## src/abp_pkg.sv

```systemverilog
//
// Function
// - Audio words are 18 bits on both buses
// - Local bus reached only via shared latches
// - Memory read, write strobe low, latch word
// - Plain write, strobe low, also latches word
// - Strobe returns high after latch load
// - Local write strobe leaves shared control alone
// - Fetch: assert instruction, address, read strobe
// - Addressed card drives latch; reader gates in
// - Channel write: latched word clocked by strobe
// - Input read: buffer drives, reader gates in
// - Exchange register works only in test
// - Host transfers reuse write/read sequences
// - Relatch control bits; decode local controls
// - Five address bits, 32 shared addresses
// - Write select and enable decode four operations
// - Read/write strobe bits select the I/O direction
//
package abp_pkg;

  // ----------------------------------------------------------
  // Widths and timing
  // ----------------------------------------------------------
  localparam int unsigned ABP_WORD_W      = 18;
  localparam int unsigned ABP_ADDR_W      = 5;
  localparam int unsigned ABP_FIFO_DEPTH  = 32;
  localparam int unsigned ABP_CLK_NS      = 10;

  // ----------------------------------------------------------
  // Register offsets and reset values
  // ----------------------------------------------------------
  localparam logic [7:0] ABP_OFS_CTRL     = 8'h00;
  localparam logic [7:0] ABP_OFS_CARD_ID  = 8'h04;
  localparam logic [7:0] ABP_OFS_MICRO    = 8'h08;
  localparam logic [7:0] ABP_OFS_LOCAL    = 8'h0C;
  localparam logic [7:0] ABP_OFS_XCHG     = 8'h10;
  localparam logic [7:0] ABP_OFS_STATUS   = 8'h14;
  localparam logic [7:0] ABP_OFS_LATCH    = 8'h18;
  localparam logic [4:0] ABP_CARD_ID_RST  = 5'h00;
  localparam logic [9:0] ABP_MICRO_RST    = 10'h3E0;

  // ----------------------------------------------------------
  // Microword field positions
  // ----------------------------------------------------------
  localparam int unsigned ABP_MW_WR_N     = 5;
  localparam int unsigned ABP_MW_RD_N     = 6;
  localparam int unsigned ABP_MW_IO_N     = 7;
  localparam int unsigned ABP_MW_MEMEN_N  = 8;
  localparam int unsigned ABP_MW_WSEL     = 9;

  // ----------------------------------------------------------
  // Shared addresses of the exchange register
  // ----------------------------------------------------------
  localparam logic [4:0] ABP_XCHG_WR_ADDR = 5'h1E;
  localparam logic [4:0] ABP_XCHG_RD_ADDR = 5'h1F;

  // ----------------------------------------------------------
  // Types
  // ----------------------------------------------------------
  typedef enum logic [1:0] {
    ABP_OP_MEM_RD = 2'b00,
    ABP_OP_IO_RD  = 2'b01,
    ABP_OP_MEM_WR = 2'b10,
    ABP_OP_IO_WR  = 2'b11
  } abp_op_e;

  typedef enum logic [4:0] {
    ABP_ST_IDLE    = 5'b00001,
    ABP_ST_RELATCH = 5'b00010,
    ABP_ST_SETUP   = 5'b00100,
    ABP_ST_DRIVE   = 5'b01000,
    ABP_ST_RELEASE = 5'b10000
  } abp_state_e;

  function automatic abp_op_e abp_mem_op(input logic wsel, input logic memen_n);
    abp_mem_op = abp_op_e'({wsel, memen_n});
  endfunction : abp_mem_op

endpackage : abp_pkg

```

## src/abp_fifo.sv

```systemverilog
`timescale 1ns/100ps
`default_nettype none
module abp_fifo
  import abp_pkg::*;
#(
  parameter int unsigned WIDTH = ABP_WORD_W,
  parameter int unsigned DEPTH = ABP_FIFO_DEPTH
) (
  input  wire logic                       sys_clk_i,
  input  wire logic                       rst_n_i,
  input  wire logic                       in_valid_i,
  output logic                            in_ready_o,
  input  wire logic [WIDTH-1:0]           in_data_i,
  output logic                            out_valid_o,
  input  wire logic                       out_ready_i,
  output logic      [WIDTH-1:0]           out_data_o,
  output logic      [$clog2(DEPTH+1)-1:0] count_o
);
  localparam int unsigned PW = $clog2(DEPTH);
  localparam int unsigned CW = $clog2(DEPTH+1);

  logic [WIDTH-1:0] mem_reg [DEPTH];
  logic [PW-1:0]    wr_ptr_reg, wr_ptr_next, rd_ptr_reg, rd_ptr_next;
  logic [CW-1:0]    cnt_reg, cnt_next;
  logic             push, pop;

  assign in_ready_o  = (cnt_reg != CW'(DEPTH));
  assign out_valid_o = (cnt_reg != '0);
  assign out_data_o  = mem_reg[rd_ptr_reg];
  assign count_o     = cnt_reg;
  assign push        = in_valid_i & in_ready_o;
  assign pop         = out_ready_i & out_valid_o;

  always_comb begin
    wr_ptr_next = push ? PW'(wr_ptr_reg + 1'b1) : wr_ptr_reg;
    rd_ptr_next = pop ? PW'(rd_ptr_reg + 1'b1) : rd_ptr_reg;
    cnt_next    = CW'(cnt_reg + CW'(push) - CW'(pop));
  end

  always_ff @(posedge sys_clk_i) begin
    if (!rst_n_i) begin
      wr_ptr_reg <= '0;
      rd_ptr_reg <= '0;
      cnt_reg    <= '0;
    end else begin
      wr_ptr_reg <= wr_ptr_next;
      rd_ptr_reg <= rd_ptr_next;
      cnt_reg    <= cnt_next;
    end
  end

  always_ff @(posedge sys_clk_i) begin
    if (push) begin
      mem_reg[wr_ptr_reg] <= in_data_i;
    end
  end
endmodule : abp_fifo
`default_nettype wire

```

## src/abp_step_decode.sv

```systemverilog
`timescale 1ns/100ps
`default_nettype none
module abp_step_decode
  import abp_pkg::*;
(
  input  wire logic       io_n_i,
  input  wire logic       rd_n_i,
  input  wire logic       wr_n_i,
  input  wire logic       memen_n_i,
  input  wire logic       wsel_i,
  input  wire logic [4:0] addr_i,
  input  wire logic       test_en_i,
  output logic            latch_load_o,
  output logic            bus_read_o,
  output logic            bus_write_o,
  output logic            xchg_wr_sel_o,
  output logic            xchg_rd_sel_o
);
  abp_op_e op;

  always_comb begin
    op            = abp_mem_op(wsel_i, memen_n_i);
    latch_load_o  = io_n_i & ~wr_n_i & ((op == ABP_OP_MEM_RD) | (op == ABP_OP_IO_WR));
    bus_read_o    = ~io_n_i & ~rd_n_i;
    bus_write_o   = ~io_n_i & ~wr_n_i & rd_n_i;
    xchg_wr_sel_o = bus_write_o & (addr_i == ABP_XCHG_WR_ADDR) & test_en_i;
    xchg_rd_sel_o = bus_read_o & (addr_i == ABP_XCHG_RD_ADDR) & test_en_i;
  end
endmodule : abp_step_decode
`default_nettype wire

```

## src/abp_audio_port.sv

```systemverilog
`timescale 1ns/100ps
`default_nettype none
module abp_audio_port
  import abp_pkg::*;
#(
  parameter int unsigned WORD_W     = ABP_WORD_W,
  parameter int unsigned FIFO_DEPTH = ABP_FIFO_DEPTH
) (
  input  wire logic                  sys_clk_i,
  input  wire logic                  rst_n_i,
  input  wire logic                  hsel_i,
  input  wire logic [31:0]           haddr_i,
  input  wire logic [1:0]            htrans_i,
  input  wire logic                  hwrite_i,
  input  wire logic [2:0]            hsize_i,
  input  wire logic [31:0]           hwdata_i,
  input  wire logic                  hready_i,
  output logic                       hreadyout_o,
  output logic                       hresp_o,
  output logic      [31:0]           hrdata_o,
  input  wire logic                  shared_io_n_i,
  input  wire logic                  shared_rd_n_i,
  input  wire logic                  shared_wr_n_i,
  input  wire logic [ABP_ADDR_W-1:0] shared_addr_i,
  input  wire logic [WORD_W-1:0]     shared_data_i,
  output logic                       shared_ctl_oe_o,
  output logic                       shared_io_n_o,
  output logic                       shared_rd_n_o,
  output logic                       shared_wr_n_o,
  output logic      [ABP_ADDR_W-1:0] shared_addr_o,
  output logic      [WORD_W-1:0]     shared_data_o,
  output logic                       shared_data_oe_o
);
  localparam int unsigned CW = $clog2(FIFO_DEPTH+1);

  // ----------------------------------------------------------
  // State
  // ----------------------------------------------------------
  logic              pend_reg, pend_next, pwr_reg, pwr_next;
  logic [7:0]        paddr_reg, paddr_next;
  logic              hready_reg, hready_next;
  logic [31:0]       hrdata_reg, hrdata_next;
  logic              test_reg, test_next;
  logic [4:0]        id_reg, id_next;
  abp_state_e        st_reg, st_next;
  logic [9:0]        mw_reg, mw_next, io_reg, io_next;
  logic [WORD_W-1:0] latch_reg, latch_next, rx_reg, rx_next, xchg_reg, xchg_next;
  logic              ctl_oe_reg, ctl_oe_next, io_n_reg, io_n_next;
  logic              rd_n_reg, rd_n_next, wr_n_reg, wr_n_next;
  logic [4:0]        addr_reg, addr_next;
  logic [WORD_W-1:0] dout_reg, dout_next;
  logic              doe_reg, doe_next;

  logic              fifo_in_valid, fifo_in_ready, fifo_out_valid, fifo_out_ready;
  logic [WORD_W-1:0] fifo_out_data;
  logic [CW-1:0]     fifo_count;
  logic              accept, done, mw_start, xchg_bus_wr;
  logic              dec_load, dec_rd, dec_wr, dec_xwr, dec_xrd;
  logic              other_rd, other_wr;

  // ----------------------------------------------------------
  // Local word buffer and control decode
  // ----------------------------------------------------------
  abp_fifo #(
    .WIDTH (WORD_W),
    .DEPTH (FIFO_DEPTH)
  ) u_fifo (
    .sys_clk_i   (sys_clk_i),
    .rst_n_i     (rst_n_i),
    .in_valid_i  (fifo_in_valid),
    .in_ready_o  (fifo_in_ready),
    .in_data_i   (hwdata_i[WORD_W-1:0]),
    .out_valid_o (fifo_out_valid),
    .out_ready_i (fifo_out_ready),
    .out_data_o  (fifo_out_data),
    .count_o     (fifo_count)
  );

  abp_step_decode u_dec (
    .io_n_i        (io_reg[ABP_MW_IO_N]),
    .rd_n_i        (io_reg[ABP_MW_RD_N]),
    .wr_n_i        (io_reg[ABP_MW_WR_N]),
    .memen_n_i     (io_reg[ABP_MW_MEMEN_N]),
    .wsel_i        (io_reg[ABP_MW_WSEL]),
    .addr_i        (io_reg[4:0]),
    .test_en_i     (test_reg),
    .latch_load_o  (dec_load),
    .bus_read_o    (dec_rd),
    .bus_write_o   (dec_wr),
    .xchg_wr_sel_o (dec_xwr),
    .xchg_rd_sel_o (dec_xrd)
  );

  // ----------------------------------------------------------
  // Bus slave
  // ----------------------------------------------------------
  assign accept        = hsel_i & htrans_i[1] & hready_i;
  assign fifo_in_valid = pend_reg & pwr_reg & (paddr_reg == ABP_OFS_LOCAL);
  assign mw_start      = pend_reg & pwr_reg & (paddr_reg == ABP_OFS_MICRO) & (st_reg == ABP_ST_IDLE);
  assign xchg_bus_wr   = pend_reg & pwr_reg & (paddr_reg == ABP_OFS_XCHG) & test_reg;

  always_comb begin
    pend_next   = pend_reg;
    pwr_next    = pwr_reg;
    paddr_next  = paddr_reg;
    hready_next = hready_reg;
    hrdata_next = hrdata_reg;
    test_next   = test_reg;
    id_next     = id_reg;
    done        = 1'b1;
    if (pwr_reg && paddr_reg == ABP_OFS_LOCAL) begin
      done = fifo_in_ready;
    end else if (pwr_reg && paddr_reg == ABP_OFS_MICRO) begin
      done = (st_reg == ABP_ST_IDLE);
    end
    if (pend_reg && done) begin
      pend_next   = 1'b0;
      hready_next = 1'b1;
      hrdata_next = '0;
      if (pwr_reg) begin
        if (paddr_reg == ABP_OFS_CTRL) begin
          test_next = hwdata_i[0];
        end
        if (paddr_reg == ABP_OFS_CARD_ID) begin
          id_next = hwdata_i[4:0];
        end
      end else begin
        case (paddr_reg)
          ABP_OFS_CTRL:    hrdata_next = 32'(test_reg);
          ABP_OFS_CARD_ID: hrdata_next = 32'(id_reg);
          ABP_OFS_MICRO:   hrdata_next = 32'(mw_reg);
          ABP_OFS_LOCAL:   hrdata_next = 32'(rx_reg);
          ABP_OFS_XCHG:    hrdata_next = 32'(xchg_reg);
          ABP_OFS_STATUS:  hrdata_next = 32'({fifo_count, st_reg != ABP_ST_IDLE});
          ABP_OFS_LATCH:   hrdata_next = 32'(latch_reg);
          default:         hrdata_next = '0;
        endcase
      end
    end
    if (accept) begin
      pend_next   = 1'b1;
      pwr_next    = hwrite_i;
      paddr_next  = haddr_i[7:0];
      hready_next = 1'b0;
    end
  end

  always_ff @(posedge sys_clk_i) begin
    if (!rst_n_i) begin
      pend_reg   <= 1'b0;
      pwr_reg    <= 1'b0;
      paddr_reg  <= '0;
      hready_reg <= 1'b1;
      hrdata_reg <= '0;
      test_reg   <= 1'b0;
      id_reg     <= ABP_CARD_ID_RST;
    end else begin
      pend_reg   <= pend_next;
      pwr_reg    <= pwr_next;
      paddr_reg  <= paddr_next;
      hready_reg <= hready_next;
      hrdata_reg <= hrdata_next;
      test_reg   <= test_next;
      id_reg     <= id_next;
    end
  end

  assign hreadyout_o = hready_reg;
  assign hresp_o     = 1'b0;
  assign hrdata_o    = hrdata_reg;

  // ----------------------------------------------------------
  // Microstep sequencer and shared bus
  // ----------------------------------------------------------
  assign fifo_out_ready = (st_reg == ABP_ST_SETUP) & dec_load;
  assign other_rd = ~shared_io_n_i & ~shared_rd_n_i;
  assign other_wr = ~shared_io_n_i & ~shared_wr_n_i;

  always_comb begin
    st_next     = st_reg;
    mw_next     = mw_reg;
    io_next     = io_reg;
    latch_next  = latch_reg;
    rx_next     = rx_reg;
    xchg_next   = xchg_reg;
    ctl_oe_next = ctl_oe_reg;
    io_n_next   = io_n_reg;
    rd_n_next   = rd_n_reg;
    wr_n_next   = wr_n_reg;
    addr_next   = addr_reg;
    dout_next   = dout_reg;
    doe_next    = 1'b0;
    if (xchg_bus_wr) begin
      xchg_next = hwdata_i[WORD_W-1:0];
    end
    unique case (st_reg)
      ABP_ST_IDLE: begin
        ctl_oe_next = 1'b0;
        if (mw_start) begin
          mw_next = hwdata_i[9:0];
          st_next = ABP_ST_RELATCH;
        end
        if (other_rd && shared_addr_i == id_reg) begin
          doe_next  = 1'b1;
          dout_next = latch_reg;
        end else if (other_rd && shared_addr_i == ABP_XCHG_RD_ADDR && test_reg) begin
          doe_next  = 1'b1;
          dout_next = xchg_reg;
        end else if (other_wr && shared_addr_i == ABP_XCHG_WR_ADDR && test_reg) begin
          xchg_next = shared_data_i;
        end
      end
      ABP_ST_RELATCH: begin
        io_next = mw_reg;
        st_next = ABP_ST_SETUP;
      end
      ABP_ST_SETUP: begin
        if (!dec_load || fifo_out_valid) begin
          if (dec_load) begin
            latch_next = fifo_out_data;
          end
          ctl_oe_next = ~io_reg[ABP_MW_IO_N];
          io_n_next   = io_reg[ABP_MW_IO_N];
          rd_n_next   = io_reg[ABP_MW_RD_N] | io_reg[ABP_MW_IO_N];
          wr_n_next   = io_reg[ABP_MW_WR_N] | io_reg[ABP_MW_IO_N];
          addr_next   = io_reg[4:0];
          doe_next    = dec_wr & ~dec_xwr;
          dout_next   = dec_load ? fifo_out_data : latch_reg;
          st_next     = ABP_ST_DRIVE;
        end
      end
      ABP_ST_DRIVE: begin
        if (dec_rd) begin
          rx_next = dec_xrd ? xchg_reg : shared_data_i;
        end
        if (dec_xwr) begin
          xchg_next = latch_reg;
        end
        rd_n_next = 1'b1;
        wr_n_next = 1'b1;
        st_next   = ABP_ST_RELEASE;
      end
      ABP_ST_RELEASE: begin
        ctl_oe_next = 1'b0;
        io_n_next   = 1'b1;
        st_next     = ABP_ST_IDLE;
      end
    endcase
  end

  always_ff @(posedge sys_clk_i) begin
    if (!rst_n_i) begin
      st_reg     <= ABP_ST_IDLE;
      mw_reg     <= ABP_MICRO_RST;
      io_reg     <= ABP_MICRO_RST;
      latch_reg  <= '0;
      rx_reg     <= '0;
      xchg_reg   <= '0;
      ctl_oe_reg <= 1'b0;
      io_n_reg   <= 1'b1;
      rd_n_reg   <= 1'b1;
      wr_n_reg   <= 1'b1;
      addr_reg   <= '0;
      dout_reg   <= '0;
      doe_reg    <= 1'b0;
    end else begin
      st_reg     <= st_next;
      mw_reg     <= mw_next;
      io_reg     <= io_next;
      latch_reg  <= latch_next;
      rx_reg     <= rx_next;
      xchg_reg   <= xchg_next;
      ctl_oe_reg <= ctl_oe_next;
      io_n_reg   <= io_n_next;
      rd_n_reg   <= rd_n_next;
      wr_n_reg   <= wr_n_next;
      addr_reg   <= addr_next;
      dout_reg   <= dout_next;
      doe_reg    <= doe_next;
    end
  end

  assign shared_ctl_oe_o  = ctl_oe_reg;
  assign shared_io_n_o    = io_n_reg;
  assign shared_rd_n_o    = rd_n_reg;
  assign shared_wr_n_o    = wr_n_reg;
  assign shared_addr_o    = addr_reg;
  assign shared_data_o    = dout_reg;
  assign shared_data_oe_o = doe_reg;
endmodule : abp_audio_port
`default_nettype wire

```

## config.mk

```make
export PLATFORM = sky130hd
export DESIGN_NAME = abp_audio_port
export DESIGN_NICKNAME = d
export VERILOG_FILES = /design/src/abp_pkg.sv /design/src/abp_fifo.sv /design/src/abp_step_decode.sv /design/src/abp_audio_port.sv
export SDC_FILE = /design/constraint.sdc
export NUM_CORES = 1
export LEC_CHECK = 0
export BUFFER_PORTS_ARGS = -buffer_cell sky130_fd_sc_hd__buf_2
export CAP_MARGIN = 20
export CELL_PAD_IN_SITES_DETAIL_PLACEMENT = 1
export CELL_PAD_IN_SITES_GLOBAL_PLACEMENT = 2
export CORE_MARGIN = 2
export CORE_UTILIZATION = 44
export DETAILED_ROUTE_END_ITERATION = 8
export GPL_ROUTABILITY_DRIVEN = 0
export PLACE_DENSITY = 0.79
export SKIP_LAST_GASP = 1
export SYNTH_ARGS = -nofsm -noshare
export SYNTH_HDL_FRONTEND = slang
export SYNTH_SLANG_ARGS = --single-unit
```

## constraint.sdc

```tcl
create_clock -name sys_clk_i -period 4.3 [get_ports sys_clk_i]
set_input_delay 0.215 -clock sys_clk_i [delete_from_list [all_inputs] [get_ports sys_clk_i]]
set_output_delay 0.215 -clock sys_clk_i [all_outputs]
set_load 0.02 [all_outputs]
```

==> reports/qor.yml <==
final_area_sq_um: 34700
critical_path.startpoint: "io_reg[7]$_SDFFE_PN1P_"
avgSynthCellArea_sq_um: 14.0
cp_common_cell: "nor2_1"
antenna_found_initial: 2
io_buffers: 104
cts_setup_buffers: 0
dieHeight_microns: 266
period_minus_slack_ns: 3.23
viasPerCell: 5.82
status: "completed"
grt_setup_unrepaired: "false"
crit_path_top_delay_cell: "or3b_2"
syn-cell-area_sq_um: 30200
whs_path_depth: 1
dpl_cell_area_sq_um: 31900
power_per_cell_area_nw_per_um2: 423
cts_tree: "yes"
numClockSinks: 739
slew_headroom_pct: 31.9
skew_ns: 0.0264
cp.arrival_ns: 3.73
end_kind: "register"
reg2regPathDepth: 13
cts_buffers: 79
ys_warn_count: 0
htree_levels: 3
async_flop_share_pct: 0
critPathKind: "reg2reg"
rows: 96
final_common_cell: "edfxtp_1"
worst_pin_slew_ns: 1.02
first_global_vias: 19932
wl_per_cell_microns: 25.8
max_stage_delay_ns: 0.50
hold_start: "hwdata_i[7]"
drc: 0
p_leak_nw: 11.0
cts.clk_slew.worst_paths_ns: 0.06
initialDrtViolationCount: 1604
critPathBufInv: 2
slew_viol_final: 0
final.setup.tns_ns: 0
timing.max_cap.violations: 0
root_buffer: "clkbuf_16"
whs_endpoint: "u_fifo.mem_reg[26][7]$_DFFE_PP_"
coreArea_sq_um: 68200
track_usage_pct: 23.7
initial_utilization_pct: 44.3
die_area_sq_um: 70800
timing.rr.start: "io_reg[7]$_SDFFE_PN1P_"
ir_drop_uv: 376
ys_seq_area_share_pct: 68.1
grt_pass1_wl_microns: 126000
synthDistinctLibCells: 75
fmax_ghz: 0.310
routed_wl_microns: 83600
ctsResizeCount: 0
hold_violations: 0
final_cell_mix: "576 x edfxtp_1, 344 x mux2i_1, 175 x a22oi_1, 161 x dfxtp_1, 132 x nand2_1"
synth_top_flop_cell: "edfxtp_1"
setup_violations: 0
largest_reg_flops: 576
clock_insertion_delay_worst_skew_ns: 0.64
area_growth_pct: 14.9
critical_path.top_delay_family: "simple AND/OR/NAND/NOR gates"
detailed_place_hpwl_microns: 53300
synth-edff-count: 576
drt_pass1_iterations: 5
rrSetupSlack_ns: 1.07
grt_max_degree: 65
worstPathRequired_ns: 4.80
path_cells: "or3b_2, nor2_1, nand2_1, inv_2, ha_1, inv_1, ha_1, fa_1, a21oi_1, nor2_1, nor2_1, xor2_1, nor2_1"
synthCells: 2151
drive_gt1_share_pct: 15.2
drt.antenna.violating_nets: 0
ys_seq_elements: 739
route.vias.total: 18900
ctsLongestPathBuffers: 3
min_path_type: "in2reg"
critPathLaunchType: "register"
cp_max_fo: 9
timing.rr.end: "u_fifo.count_o[4]$_SDFF_PN0_"
fin_nets: 2417
io_pins: 162
period_share_pct: 75.1
grt_overflow: 0
die_w_microns: 266
## worst max path at each step
stage,to,slack [ns],depth (start not counted)
floorplan,u_fifo.count_o[4]$_SDFF_PN0_,1.32,15
global placement,u_fifo.count_o[4]$_SDFF_PN0_,1.04,13
detailed placement,u_fifo.count_o[4]$_SDFF_PN0_,1.08,13
CTS,u_fifo.count_o[4]$_SDFF_PN0_,1.08,13
global route,u_fifo.count_o[5]$_SDFF_PN0_,0.86,13
finish,u_fifo.count_o[4]$_SDFF_PN0_,1.07,13
## synth_stat cells (all sizes together) (13+ instances only)
cell type  number  area share (%)
buf            80             1.5
nand4          34            0.70
mux2           15            0.56
nor2b          13            0.27
clkbuf         62            0.77
dfxtp         163              11
edfxtp        576              57
a21oi          71             1.2
a22oi         175             4.3
ha             14            0.58
and2           26            0.54
nor2          152             1.9
o21ai          56            0.93
a211oi         18            0.45
nand3          65             1.1
mux2i         344              11
nor3           29            0.58
nand2         132             1.6
## logic make-up (layout without fill, tap and decap cells)
kind of cell | count (synthesis) | count (layout) | synth area share, %
flip-flops | 739 | 739 | 68.1
AND/OR/NAND/NOR | 499 | 499 | 8.16
AO/OA/AOI/OAI | 365 | 365 | 8.12
multiplexers | 360 | 360 | 12.0
buffers and inverters | 155 | 353 | 2.47
XOR/XNOR | 17 | 17 | 0.493
adder cells (fa/ha/maj) | 15 | 15 | 0.646
other | 1 | 16 | 0.0124
## report_power, final
group          leakage, nW  internal (mW)  total (mW)  switching (mW)
Sequential            6.49           7.69        7.70         0.00810
Combinational         3.30         0.0602       0.263           0.202
Clock                 1.22           3.88        6.73            2.85
## metrics by stage
| step | instances | hold slack [ns] | utilization, % | setup WS (ns) | power (mW) |
|---|---|---|---|---|---|
| detailed placement | 3074 | 0.445 | 46.7 | 1.08 | 8.09 |
| CTS | 3244 | 0.138 | 50.9 | 1.08 | 14.8 |
| floorplan | 2165 | 0.314 | - | 1.32 | 7.93 |
| global route | 3246 | 0.168 | 50.9 | 0.859 | 15.1 |
| global placement | 3074 | 0.440 | 46.7 | 1.04 | 8.08 |
| finish | 3246 | 0.159 | 50.9 | 1.07 | 14.7 |
## repair_timing
action,4_1_cts,5_1_grt
endpoints found under the hold margin,56,0
hold buffers,28,0
endpoints found under the setup margin,0,0
## per-layer routing
layer	vias to the layer above	wire length (microns)	track usage [%]
met5	-	0	0
met4	0	1800	6.67
met3	119	3610	2.90
met2	490	41100	40.2
met1	9761	37100	32.3
li1	8530	-	-
## worst register-to-register path, stage by stage (launching register included)
cell and delay, ns:
dfxtp_1 0.49, or3b_2 0.50, nor2_1 0.50, nand2_1 0.19, inv_2 0.09, ha_1 0.12, inv_1 0.04, ha_1 0.20
fa_1 0.44, a21oi_1 0.14, nor2_1 0.06, nor2_1 0.12, xor2_1 0.16, nor2_1 0.05
## cell type report
class | count | area, sq um
Fill cell | 6699 | 33500
Sequential cell | 739 | 20600
Multi-Input combinational cell | 1271 | 9060
Clock buffer | 100 | 2090
Timing Repair Buffer | 198 | 1380
Tap cell | 882 | 1100
Clock inverter | 42 | 449
Inverter | 13 | 50.0
Antenna cell | 1 | 2.50
No activity file was read; power rests on OpenSTA's default activity.
